**config.mk**
```make
export PLATFORM = sky130hd
export DESIGN_NAME = eodc_electrode_off_detect_control
export DESIGN_NICKNAME = d
export VERILOG_FILES = /design/src/eodc_pkg.sv /design/src/eodc_apb_decode.sv /design/src/eodc_electrode_gate.sv /design/src/eodc_electrode_off_detect_control.sv
export SDC_FILE = /design/constraint.sdc
export NUM_CORES = 1
export LEC_CHECK = 0
export ABC_AREA = 0
export BUFFER_PORTS_ARGS = -buffer_cell sky130_fd_sc_hd__buf_2
export CORE_MARGIN = 3
export CORE_UTILIZATION = 45
export DETAILED_ROUTE_END_ITERATION = 8
export GPL_TIMING_DRIVEN = 0
export PLACE_DENSITY = 0.76
export SYNTH_ARGS = -nofsm -noshare
export SYNTH_HDL_FRONTEND = slang
export SYNTH_SLANG_ARGS = --single-unit
```
**constraint.sdc**
```tcl
create_clock -name pclk -period 1.17 [get_ports pclk]
set_clock_uncertainty 0.15 [all_clocks]
set_input_delay 0.0585 -clock pclk [delete_from_list [all_inputs] [get_ports pclk]]
set_output_delay 0.0585 -clock pclk [all_outputs]
set_load 0.01 [all_outputs]
```
**src/eodc_pkg.sv**
```systemverilog
package eodc_pkg;

  // ----------------------------------------------------------------
  // Bus geometry
  // ----------------------------------------------------------------
  localparam int unsigned ADDR_W   = 12;   // Byte address width seen by the slave
  localparam int unsigned DATA_W   = 32;   // APB data width
  localparam int unsigned STRB_W   = 4;    // One strobe per byte lane
  localparam int unsigned CTRL_W   = 24;   // Width of the electrode-off control word
  localparam int unsigned NUM_ELEC = 6;    // LA, LL, RA, V1, V2, CE

  // ----------------------------------------------------------------
  // Register offsets (byte addresses)
  // ----------------------------------------------------------------
  localparam logic [ADDR_W-1:0] OFS_DEVICE_CONTROL       = 12'h000;
  localparam logic [ADDR_W-1:0] OFS_ELECTRODE_OFF_CONTROL = 12'h004;
  localparam logic [ADDR_W-1:0] OFS_DETECT_STATUS        = 12'h008;
  localparam logic [ADDR_W-1:0] OFS_NO_OPERATION         = 12'h00c;

  // ----------------------------------------------------------------
  // Device control fields
  // ----------------------------------------------------------------
  localparam int unsigned SOFT_RESET_BIT = 0;  // soft_reset_request
  localparam int unsigned CAL_DAC_BIT    = 1;  // Calibration DAC enable

  // ----------------------------------------------------------------
  // Electrode-off control fields
  // ----------------------------------------------------------------
  localparam int unsigned PHASE_MSB  = 23;  // Per-electrode ac phase
  localparam int unsigned PHASE_LSB  = 18;
  localparam int unsigned ACEN_MSB   = 17;  // Per-electrode ac enables
  localparam int unsigned ACEN_LSB   = 12;
  localparam int unsigned ACCUR_MSB  = 8;   // ac_drive_current_level
  localparam int unsigned ACCUR_LSB  = 7;
  localparam int unsigned DCCUR_MSB  = 4;   // dc_drive_current_level
  localparam int unsigned DCCUR_LSB  = 2;
  localparam int unsigned GLOBAL_AC_DETECT_SELECT_BIT  = 1;   // global_ac_detect_select
  localparam int unsigned ELECTRODE_OFF_DETECT_ENABLE_BIT = 0;   // electrode_off_detect_enable

  // ----------------------------------------------------------------
  // Detect status fields
  // ----------------------------------------------------------------
  localparam int unsigned STAT_ACEN_LSB  = 0;  // Effective ac enables [5:0]
  localparam int unsigned STAT_DC_BIT    = 6;  // dc detection active
  localparam int unsigned STAT_PEND_BIT  = 7;  // Soft reset waiting for no-op

  // ----------------------------------------------------------------
  // Reset values and masks
  // ----------------------------------------------------------------
  localparam logic [CTRL_W-1:0]   EOC_RESET       = 24'h000000;
  localparam logic [CTRL_W-1:0]   EOC_WRITE_MASK  = 24'hfff19f;  // Reserved 11:9, 6:5 stay 0
  localparam logic [1:0]          DEVCTL_RESET    = 2'h0;
  localparam logic [NUM_ELEC-1:0] GLOBAL_AC_MASK  = 6'h3e;  // CE (index 0) excluded

  // ----------------------------------------------------------------
  // Types
  // ----------------------------------------------------------------
  typedef enum logic [1:0] {
    EODC_RUN      = 2'b01,   // Normal operation
    EODC_WAIT_NOP = 2'b10    // Soft reset armed, waiting for no-op
  } eodc_reset_state_t;

  typedef struct packed {
    logic [ADDR_W-1:0] paddr;
    logic              pwrite;
    logic [DATA_W-1:0] pwdata;
    logic [STRB_W-1:0] pstrb;
  } eodc_apb_req_t;

  typedef struct packed {
    logic             sel_devctl;
    logic             sel_eoc;
    logic             sel_status;
    logic             sel_nop;
    logic             unmapped;
  } eodc_decode_t;

  typedef struct packed {
    logic [NUM_ELEC-1:0] ac_phase;       // 1 = inverted drive
    logic [NUM_ELEC-1:0] ac_enable;      // Effective per-electrode ac detect
    logic [1:0]          ac_level;       // ac_drive_current_level
    logic [2:0]          dc_level;       // Effective dc_drive_current_level
    logic                dc_active;      // dc detection in force
  } eodc_lead_off_cfg_t;

endpackage

```
**src/eodc_apb_decode.sv**
```systemverilog
`timescale 1ns/1ns
`default_nettype none

module eodc_apb_decode
(
  input  wire eodc_pkg::eodc_apb_req_t req,
  output eodc_pkg::eodc_decode_t       dec
);

  // ----------------------------------------------------------------
  // Address decode
  // ----------------------------------------------------------------
  // Full address compare: aliases would let a stray write hit control
  always_comb
  begin
    dec            = '0;
    dec.sel_devctl = (req.paddr == eodc_pkg::OFS_DEVICE_CONTROL);
    dec.sel_eoc    = (req.paddr == eodc_pkg::OFS_ELECTRODE_OFF_CONTROL);
    dec.sel_status = (req.paddr == eodc_pkg::OFS_DETECT_STATUS);
    dec.sel_nop    = (req.paddr == eodc_pkg::OFS_NO_OPERATION);
    // Anything else answers with an error
    dec.unmapped   = ~(dec.sel_devctl | dec.sel_eoc | dec.sel_status | dec.sel_nop);
  end

endmodule
`default_nettype wire

```
**src/eodc_electrode_gate.sv**
```systemverilog
`timescale 1ns/1ns
`default_nettype none

module eodc_electrode_gate
(
  input  wire logic [eodc_pkg::NUM_ELEC-1:0] indiv_enable,
  input  wire logic                          global_select,
  input  wire logic                          detect_enable,
  input  wire logic                          cal_dac_enable,
  output logic      [eodc_pkg::NUM_ELEC-1:0] ac_enable
);

  // ----------------------------------------------------------------
  // Per-electrode ac enable
  // ----------------------------------------------------------------
  // Select is don't-care with detection off; calibration DAC kills ac
  genvar i;
  generate
    for (i = 0; i < eodc_pkg::NUM_ELEC; i++)
    begin : g_elec
      assign ac_enable[i] = detect_enable & ~cal_dac_enable &
                            (indiv_enable[i] |
                             (global_select & eodc_pkg::GLOBAL_AC_MASK[i]));
    end
  endgenerate

endmodule
`default_nettype wire

```
**src/eodc_electrode_off_detect_control.sv**
```systemverilog
// How it works
// - Soft reset returns every register to default.
// - Soft reset request bit clears by itself.
// - Phase bits 23:18 select normal or inverted drive.
// - Bits 17:12 are per-electrode ac enables.
// - Effective ac enable is select OR individual.
// - Bits 8:7 pick ac drive current level.
// - Bits 4:2 pick dc current, 10 nA steps.
// - dc current applies only with select clear.
// - Global select covers all but common electrode.
// - Select high swaps dc detection for ac.
// - Select ignored while detection is disabled.
// - Calibration DAC forces all ac detection off.
// - Bit 0 enables detection, resets to off.
`timescale 1ns/1ns
`default_nettype none

module eodc_electrode_off_detect_control
(
  input  wire logic                             pclk,
  input  wire logic                             presetn,
  input  wire logic                             psel,
  input  wire logic                             penable,
  input  wire logic                             pwrite,
  input  wire logic [eodc_pkg::ADDR_W-1:0]      paddr,
  input  wire logic [eodc_pkg::DATA_W-1:0]      pwdata,
  input  wire logic [eodc_pkg::STRB_W-1:0]      pstrb,
  output logic      [eodc_pkg::DATA_W-1:0]      prdata,
  output logic                                  pready,
  output logic                                  pslverr,
  output eodc_pkg::eodc_lead_off_cfg_t          lead_off_cfg
);

  // ----------------------------------------------------------------
  // State record
  // ----------------------------------------------------------------
  // Every flip-flop of the block lives in this one record
  typedef struct packed {
    eodc_pkg::eodc_reset_state_t     rst_state;  // Soft reset sequencer
    logic                            cal_dac;    // Calibration DAC enable
    logic [eodc_pkg::CTRL_W-1:0]     eoc;        // electrode_off_control
    logic [eodc_pkg::DATA_W-1:0]     rdata;      // Read data for access phase
    logic                            rerr;       // Error for access phase
    eodc_pkg::eodc_lead_off_cfg_t    cfg;        // Registered block outputs
  } eodc_main_state_t;

  eodc_main_state_t state_reg;   // Current state
  eodc_main_state_t state_next;  // Next state

  // ----------------------------------------------------------------
  // Bus request bundle and decode
  // ----------------------------------------------------------------
  eodc_pkg::eodc_apb_req_t req;      // Request fields held by the master
  eodc_pkg::eodc_decode_t  dec;      // Register selects
  logic                    setup;    // First cycle of a transfer
  logic                    access;   // Transfer completes this edge
  logic                    wr_take;  // Write takes effect this edge

  assign req.paddr  = paddr;
  assign req.pwrite = pwrite;
  assign req.pwdata = pwdata;
  assign req.pstrb  = pstrb;

  eodc_apb_decode u_decode
  (
    .req (req),
    .dec (dec)
  );

  // Zero wait states: every access phase completes at once
  assign setup   = psel & ~penable;
  assign access  = psel & penable;
  assign wr_take = access & pwrite;

  // ----------------------------------------------------------------
  // Field views of the control word
  // ----------------------------------------------------------------
  logic [eodc_pkg::NUM_ELEC-1:0] ac_phase;      // Phase per electrode
  logic [eodc_pkg::NUM_ELEC-1:0] indiv_enable;  // Individual ac enables
  logic [1:0]                    ac_level;      // ac current code
  logic [2:0]                    dc_level;      // dc current code
  logic                          global_sel;    // Global ac select
  logic                          detect_en;     // Detection enable
  logic [eodc_pkg::NUM_ELEC-1:0] ac_enable;     // Effective ac enables
  logic                          dc_active;     // dc detection in force

  assign ac_phase     = state_reg.eoc[eodc_pkg::PHASE_MSB:eodc_pkg::PHASE_LSB];
  assign indiv_enable = state_reg.eoc[eodc_pkg::ACEN_MSB:eodc_pkg::ACEN_LSB];
  assign ac_level     = state_reg.eoc[eodc_pkg::ACCUR_MSB:eodc_pkg::ACCUR_LSB];
  assign dc_level     = state_reg.eoc[eodc_pkg::DCCUR_MSB:eodc_pkg::DCCUR_LSB];
  assign global_sel   = state_reg.eoc[eodc_pkg::GLOBAL_AC_DETECT_SELECT_BIT];
  assign detect_en    = state_reg.eoc[eodc_pkg::ELECTRODE_OFF_DETECT_ENABLE_BIT];

  // ----------------------------------------------------------------
  // Effective enables per electrode
  // ----------------------------------------------------------------
  eodc_electrode_gate u_gate
  (
    .indiv_enable   (indiv_enable),
    .global_select  (global_sel),
    .detect_enable  (detect_en),
    .cal_dac_enable (state_reg.cal_dac),
    .ac_enable      (ac_enable)
  );

  // dc detection runs only with detection on and ac mode off
  assign dc_active = detect_en & ~global_sel;

  // ----------------------------------------------------------------
  // Write merge helper
  // ----------------------------------------------------------------
  // Byte strobes pick lanes; reserved bits are forced back to zero
  function automatic logic [eodc_pkg::CTRL_W-1:0] merge_eoc
  (
    input logic [eodc_pkg::CTRL_W-1:0] old_val,
    input logic [eodc_pkg::DATA_W-1:0] wdata,
    input logic [eodc_pkg::STRB_W-1:0] strb
  );
    logic [eodc_pkg::CTRL_W-1:0] val;
    val = old_val;
    for (int b = 0; b < 3; b++)
    begin
      if (strb[b])
      begin
        val[b*8 +: 8] = wdata[b*8 +: 8];
      end
    end
    return val & eodc_pkg::EOC_WRITE_MASK;
  endfunction

  // ----------------------------------------------------------------
  // Read data mux
  // ----------------------------------------------------------------
  // Captured in the setup cycle so prdata leaves a flip-flop
  logic [eodc_pkg::DATA_W-1:0] rd_mux;       // Selected read word
  logic                        soft_pending; // Soft reset armed

  assign soft_pending = (state_reg.rst_state == eodc_pkg::EODC_WAIT_NOP);

  always_comb
  begin
    rd_mux = '0;
    if (dec.sel_devctl)
    begin
      // Request bit reads 1 only while the sequence is armed
      rd_mux[eodc_pkg::SOFT_RESET_BIT] = soft_pending;
      rd_mux[eodc_pkg::CAL_DAC_BIT]    = state_reg.cal_dac;
    end
    else if (dec.sel_eoc)
    begin
      // Upper eight bits and reserved fields read zero
      rd_mux[eodc_pkg::CTRL_W-1:0] = state_reg.eoc & eodc_pkg::EOC_WRITE_MASK;
    end
    else if (dec.sel_status)
    begin
      // Live view of what the analog side is told
      rd_mux[eodc_pkg::STAT_ACEN_LSB +: eodc_pkg::NUM_ELEC] = state_reg.cfg.ac_enable;
      rd_mux[eodc_pkg::STAT_DC_BIT]                         = state_reg.cfg.dc_active;
      rd_mux[eodc_pkg::STAT_PEND_BIT]                       = soft_pending;
    end
    else
    begin
      // No-op and unmapped offsets read zero
      rd_mux = '0;
    end
  end

  // ----------------------------------------------------------------
  // Next-state logic
  // ----------------------------------------------------------------
  always_comb
  begin
    state_next = state_reg;

    // Read word and error flag latched at setup, shown in access
    if (setup)
    begin
      state_next.rdata = pwrite ? '0 : rd_mux;
      state_next.rerr  = dec.unmapped | (pwrite & dec.sel_status);
    end

    // Register writes, taken only at the completing edge
    if (wr_take)
    begin
      if (dec.sel_eoc)
      begin
        state_next.eoc = merge_eoc(state_reg.eoc, pwdata, pstrb);
      end
      if (dec.sel_devctl && pstrb[0])
      begin
        state_next.cal_dac = pwdata[eodc_pkg::CAL_DAC_BIT];
      end
    end

    // Soft reset sequencer
    unique case (state_reg.rst_state)
      eodc_pkg::EODC_RUN:
      begin
        // Writing 1 arms the reset; the bit is never stored as 1
        if (wr_take && dec.sel_devctl && pstrb[0] && pwdata[eodc_pkg::SOFT_RESET_BIT])
        begin
          state_next.rst_state = eodc_pkg::EODC_WAIT_NOP;
        end
      end
      eodc_pkg::EODC_WAIT_NOP:
      begin
        // The no-op write completes the reset and drops the request
        if (wr_take && dec.sel_nop)
        begin
          state_next.rst_state = eodc_pkg::EODC_RUN;
          state_next.eoc       = eodc_pkg::EOC_RESET;
          state_next.cal_dac   = 1'b0;
        end
      end
      default:
      begin
        // Illegal code recovers to normal operation
        state_next.rst_state = eodc_pkg::EODC_RUN;
      end
    endcase

    // Outputs follow the stored fields one edge later
    state_next.cfg.ac_phase  = ac_phase;
    state_next.cfg.ac_enable = ac_enable;
    state_next.cfg.ac_level  = ac_level;
    state_next.cfg.dc_active = dc_active;
    // dc code held at zero drive whenever ac mode owns the inputs
    state_next.cfg.dc_level  = dc_active ? dc_level : 3'h0;
  end

  // ----------------------------------------------------------------
  // State register
  // ----------------------------------------------------------------
  always_ff @(posedge pclk or negedge presetn)
  begin
    if (!presetn)
    begin
      state_reg.rst_state <= eodc_pkg::EODC_RUN;
      state_reg.cal_dac   <= 1'b0;
      state_reg.eoc       <= eodc_pkg::EOC_RESET;
      state_reg.rdata     <= 32'h00000000;
      state_reg.rerr      <= 1'b0;
      state_reg.cfg       <= '0;
    end
    else
    begin
      state_reg <= state_next;
    end
  end

  // ----------------------------------------------------------------
  // Bus answers
  // ----------------------------------------------------------------
  // pready is a handshake term; data and error come from flip-flops
  assign pready       = access;
  assign prdata       = state_reg.rdata;
  assign pslverr      = access & state_reg.rerr;
  assign lead_off_cfg = state_reg.cfg;

endmodule
`default_nettype wire

```
======== Yosys cells after proc, flatten, opt, wreduce, memory -nomap -nowiden ========
Index checks and enable logic that the tools add are counted.
operators by class
  bitwise gates (word level) .............. 26
  mux-type cells .......................... 16
  equal/unequal tests ..................... 7
  reductions and logical operators ........ 7
operators with widths
  operator             count
  $mux 25              2
  $mux 24              2
  $mux 32              1
  $mux 8               4
  $mux 27              1
  $eq 12x4->1 const B  2
  $mux 22              1
  $and 1x1->1          13
  $eq 12x3->1 const B  1
  $logic_not 12->1     1
  $or 1x1->1           9
  $logic_and 1x1->1    5
  $mux 2               2
  $not 1->1            4
  $pmux 2 s2           1
  $mux 3               1
  $eq 2x1->1 const B   1
  $eq 2x2->1 const B   1
  $ne 2x1->1 const B   1
  $ne 2x2->1 const B   1
  $reduce_and 2->1     1
  $mux 1               1
word-level totals
  logic and storage cells ................. 66
  input bits .............................. 53
  register bits ........................... 78
  output and inout port bits .............. 52

======== Logic depth before layout (Yosys ltp) ========
  word-level depth ........................ 7
  mapped depth ............................ 7
  mapped depth without buffers ............ 4

======== Hierarchy ========
From an unflattened synthesis, not the netlist that was laid out.
second synthesis, totals
  cells, all modules ...................... 233
  area total of the unflattened synthesis .. 2839.0 um^2
by module, submodules not included
  module                             cells an instance  area an instance (um^2)  times used  seq. area each (um^2)
  eodc_electrode_off_detect_control  209                2691.3                   1           1552.7
  eodc_apb_decode                    11                 88.8                     1           0.0
  eodc_electrode_gate                13                 58.8                     1           0.0

======== Least setup slack after synthesis ========
OpenSTA, ideal clock, no wires.
  kind .................................... input -> register
  start ................................... input paddr[9] in the netlist's numbering
  end ..................................... register state_reg[75] in the netlist's numbering
  buffers on the path ..................... 3
  path slack .............................. -0.851 ns
  library setup time ...................... 0.119 ns
  stages on the path ...................... 7
  required time ........................... 0.901 ns
  arrival ................................. 1.752 ns
  cell sequence ........................... or4_4 buf_6 or4b_1 buf_2 nor2_4 buf_6 o21ba_1
RTL lines
  what                  line                                      source
  from (decl)           eodc_electrode_off_detect_control.sv:25   input wire logic [eodc_pkg::ADDR_W-1:0] paddr,
  to (signal assigned)  eodc_electrode_off_detect_control.sv:247  state_reg <= state_next;
  to (decl)             eodc_electrode_off_detect_control.sv:47   eodc_main_state_t state_reg;

==> summary.md <==
| Metric | Value |
|---|---|
| Outcome | finished with violations |
| Failing checks | negative setup slack |
| Vias in the first global route | 2,327 |
| Synth area leader | dfrtp_1 |
| Mean routed wirelength per cell | 15.79 µm |
| Clock transition at the registers of the reported paths | 60 ps |
| DIE AREA | 7489 µm² |
| Fin Setup TNS | -15,440 ps |
| P_int | 3.258 mW |
| FF-to-FF setup slack | -300 ps |
| Post-DP HPWL | 4267 µm |
| Worst Path Required | 1240 ps |
| Rows | 28 |
| Post-synth EDFFs | 0 |
| Starting DRT DRC Count | 197 |
| Post-Syn Instances | 249 |
| Die X | 86.54 µm |
| Reg-to-reg startpoint | state_reg[76] |
| Total GRT Usage | 20.55% |
| Syn avg cell area | 11.72 µm² |
| Ys Warns | 0 |
| Fmax | 593.6 MHz |
| Crit start category | primary input |
| Initial antenna violation count | 0 |
| R2R depth | 5 |
| Remaining global-route overflow | 0 |
| H-tree levels | 3 |
| Seq pwr share | 51.1% |
| Critical Path Stages | 8 |
| Max-cap violations | 0 |
| Core area | 6096 µm² |
| HP Class | primary input to register |
| Pin count of the biggest net entering global routing | 63 |
| Fillers | 418 |
| Register Area | 1553 µm² |
| Crit Path Class | primary input to register |
| Slowest stage delay, CP | 560 ps |
| Utilization after layout | 71.10% |
| Area post-placement | 3453 µm² |
| Clock sinks | 62 |
| Mux contribution to synthesized area | 7.201% |
| VDD IR-drop max | 0.6367 mV |
| Pleak | 2.221 nW |
| Post-route insts no fill | 451 |
| Combinational family with the most area after synthesis | buffers and inverters |
| Root Buffer | clkbuf_8 |
| DRC viols | 0 |
| DRT Pass-1 Iters | 4 |
| CTS Buf Count | 9 |
| CP endpoint kind | register |
| Gpl congestion | 0.8026 |
| Net Sw Frac | 22.57% |
| Remaining antenna violation count | 0 |
| Area of the multi-input gates | 992.2 µm² |
| Clock Path Buffers | 2 |
| Max FFs per register | 21 |
| Design area | 4334 µm² |
| Arrival time worst endpoint | 1750 ps |
| Post-Synth Adder-Cell Area | 0% |
| Fin. Hold Viols | 0 |
| Top_reg_cell synth | dfrtp_1 |
| Port bufs | 78 |
| DR vias | 2,244 |
| Synth Area in Compound Gates | 9.387% |
| CP Max Fanout | 6 |
| Area added between synthesis and finish | 48.48% |
| Crit path launch | paddr[5] |
| CTS tree | yes |
| N_diodes | 0 |
| Final setup vio count | 49 |
| Crit Reg-Reg Endpoint | state_reg[75] |
| Mapped Area | 2919 µm² |
| Final net count | 424 |
| CP dominant cell by count | buf_6 |
| Clock latency on the worst-skew pair | 340 ps |
| Cell variety after synth | 35 |
| Sequential-to-total area share from yosys stat | 53.19% |
| Worst setup path endpoint | dc_level[1] |
| Slowest CP cell | or4_4 |
| DP Cell Count | 412 |
| Worst slew margin | 48.03% |
| Least-Margin Pin Slew | 779.5 ps |
| Final Cycle Share | 144.0% |
| I/O pin cnt | 105 |
| Total Power | 4.207 mW |
| Simple logic cell fraction of the synthesized area | 14.14% |
| Layout cells sized above 1 | 46.28% |
| Clock network fraction of total power | 41.1% |
| Pwr/cell area | 970.8 nW/µm² |
| First-pass GRT wire length | 11,420 µm |
| Pins Over Slew Limit | 0 |
| Vias per std cell | 4.976 |
| Initial Utilization | 47.89% |
| XOR/XNOR Fraction of Synth Area | 0% |
| Largest cells by area after synthesis | dfrtp_1 52%, buf_4 13%, mux2i_1 7.2%, a22o_1 5.7%, nor2_1 4.0% |
| Setup ws final | -514.7 ps |
| Worst path bufs/invs | 4 |
| Crit-path cells | buf_6 -> or4_4 -> buf_12 -> buf_6 -> nor4_4 -> buf_6 -> mux2i_1 -> nor2_1 |
| FF+latch count, synth | 62 |
| Sw Pwr | 0.9496 mW |
| Min Tclk post-route | 1685 ps |
| RSZ-0062 raised after global routing | yes |
| Logic pwr share | 7.8% |
| Cell family with most CP delay | simple AND/OR/NAND/NOR gates |
| Chip Height | 86.54 µm |
| Final wirelength | 7120 µm |
| Asr flop ratio synth | 100.0% |
| Area share of the largest cell type after synthesis | 52.29% |
[worst min-delay path, stage by stage]
cell and delay (ps):
buf_2 140, nand2_1 90, a21oi_2 50, a21o_1 140
[metal layers]
layer,wire (µm),global-route usage (%)
met4,142,8.357
met3,379,5.323
met2,3676,34.35
met1,2921,25.34
met5,0,0
[power groups by stage]
stage	Combinational [mW]	Sequential, mW	Clock, mW
detailed placement	0.240	2.19	0
finish	0.327	2.15	1.73
global route	0.358	2.15	1.84
CTS	0.312	2.15	1.75
global placement	0.238	2.19	0
floorplan	0.107	2.19	0
[cells in the final DEF (no fill, tap or decap), types with 3 or more instances in the layout]
| cell | instances |
|---|---|
| nor2_1 | 30 |
| buf_6 | 70 |
| mux2i_1 | 20 |
| conb_1 | 11 |
| and2_1 | 4 |
| buf_2 | 34 |
| nor4_4 | 3 |
| dlygate4sd3_1 | 21 |
| clkbuf_1 | 5 |
| a21o_1 | 5 |
| buf_4 | 31 |
| clkbuf_8 | 12 |
| nand2_1 | 4 |
| a22o_1 | 19 |
| nand2b_1 | 3 |
| nand4_1 | 3 |
| dfrtp_1 | 61 |
[kinds of logic (layout without fill, tap and decap cells)]
kind of cell / count (synthesis) / in the layout
buffers and inverters: 64 / 181
AO/OA/AOI/OAI: 34 / 34
multiplexers: 21 / 21
AND/OR/NAND/NOR: 67 / 67
other: 1 / 11
flip-flops: 62 / 62
[synthesized netlist by cell type, drive strengths merged, types with 2 or more instances]
cell and instances:
nor3 2, nand2b 3, inv 2, o21a 2, and3 2, nand2 4, nor2 32, nor2b 4
a21o 5, buf 58, o21ai 4, a32o 2, nor4 3, or4b 2, dfrtp 61, a22o 19
and2 4, nand3 2, clkbuf 4, or4 2, mux2i 21, nand4 3
[stage by stage]
| step | worst slack, ps | hold WS (ps) |
|---|---|---|
| 6_report | -514.7 | 39.22 |
| 5_1_grt | -533.8 | 63.80 |
| 4_1_cts | -543.9 | -80.87 |
| 3_5_place_dp | -1014 | 160.7 |
| 3_3_place_gp | -1001 | 156.0 |
| 2_1_floorplan | -817.5 | -387.1 |
[layout make-up]
| type | instances | share of cell area [%] |
|---|---|---|
| Clock buffer | 15 | 4.070 |
| Clock inverter | 1 | 0.1155 |
| Timing Repair Buffer | 130 | 27.31 |
| Tap cell | 75 | 2.165 |
| Buffer | 33 | 7.448 |
| Inverter | 2 | 0.1732 |
| Multi-Input combinational cell | 133 | 22.89 |
| Sequential cell | 62 | 35.83 |
[worst min path at each step]
stage | to | cells past startpoint | slack, ps | startpoint
after floorplan | ac_level[0] | 0 | -390 | presetn
after global placement | ac_phase[1] | 3 | 160 | pwdata[19]
after detailed placement | dc_level[2] | 3 | 160 | pwdata[4]
after CTS | lead_off_cfg[14] | 1 | -80 | presetn
after global routing | state_reg[18] | 4 | 60 | pwrite
final | state_reg[18] | 4 | 40 | pwrite
[repair_timing]
item	CTS	global route
hold buffers	20	1
endpoints found under the hold margin	83	61
pin swaps	16	15
setup endpoints to repair	78	79
gates resized for setup	68	30
cloned	2	0
setup buffers	27	4
Power figures use the tool's default switching activity.
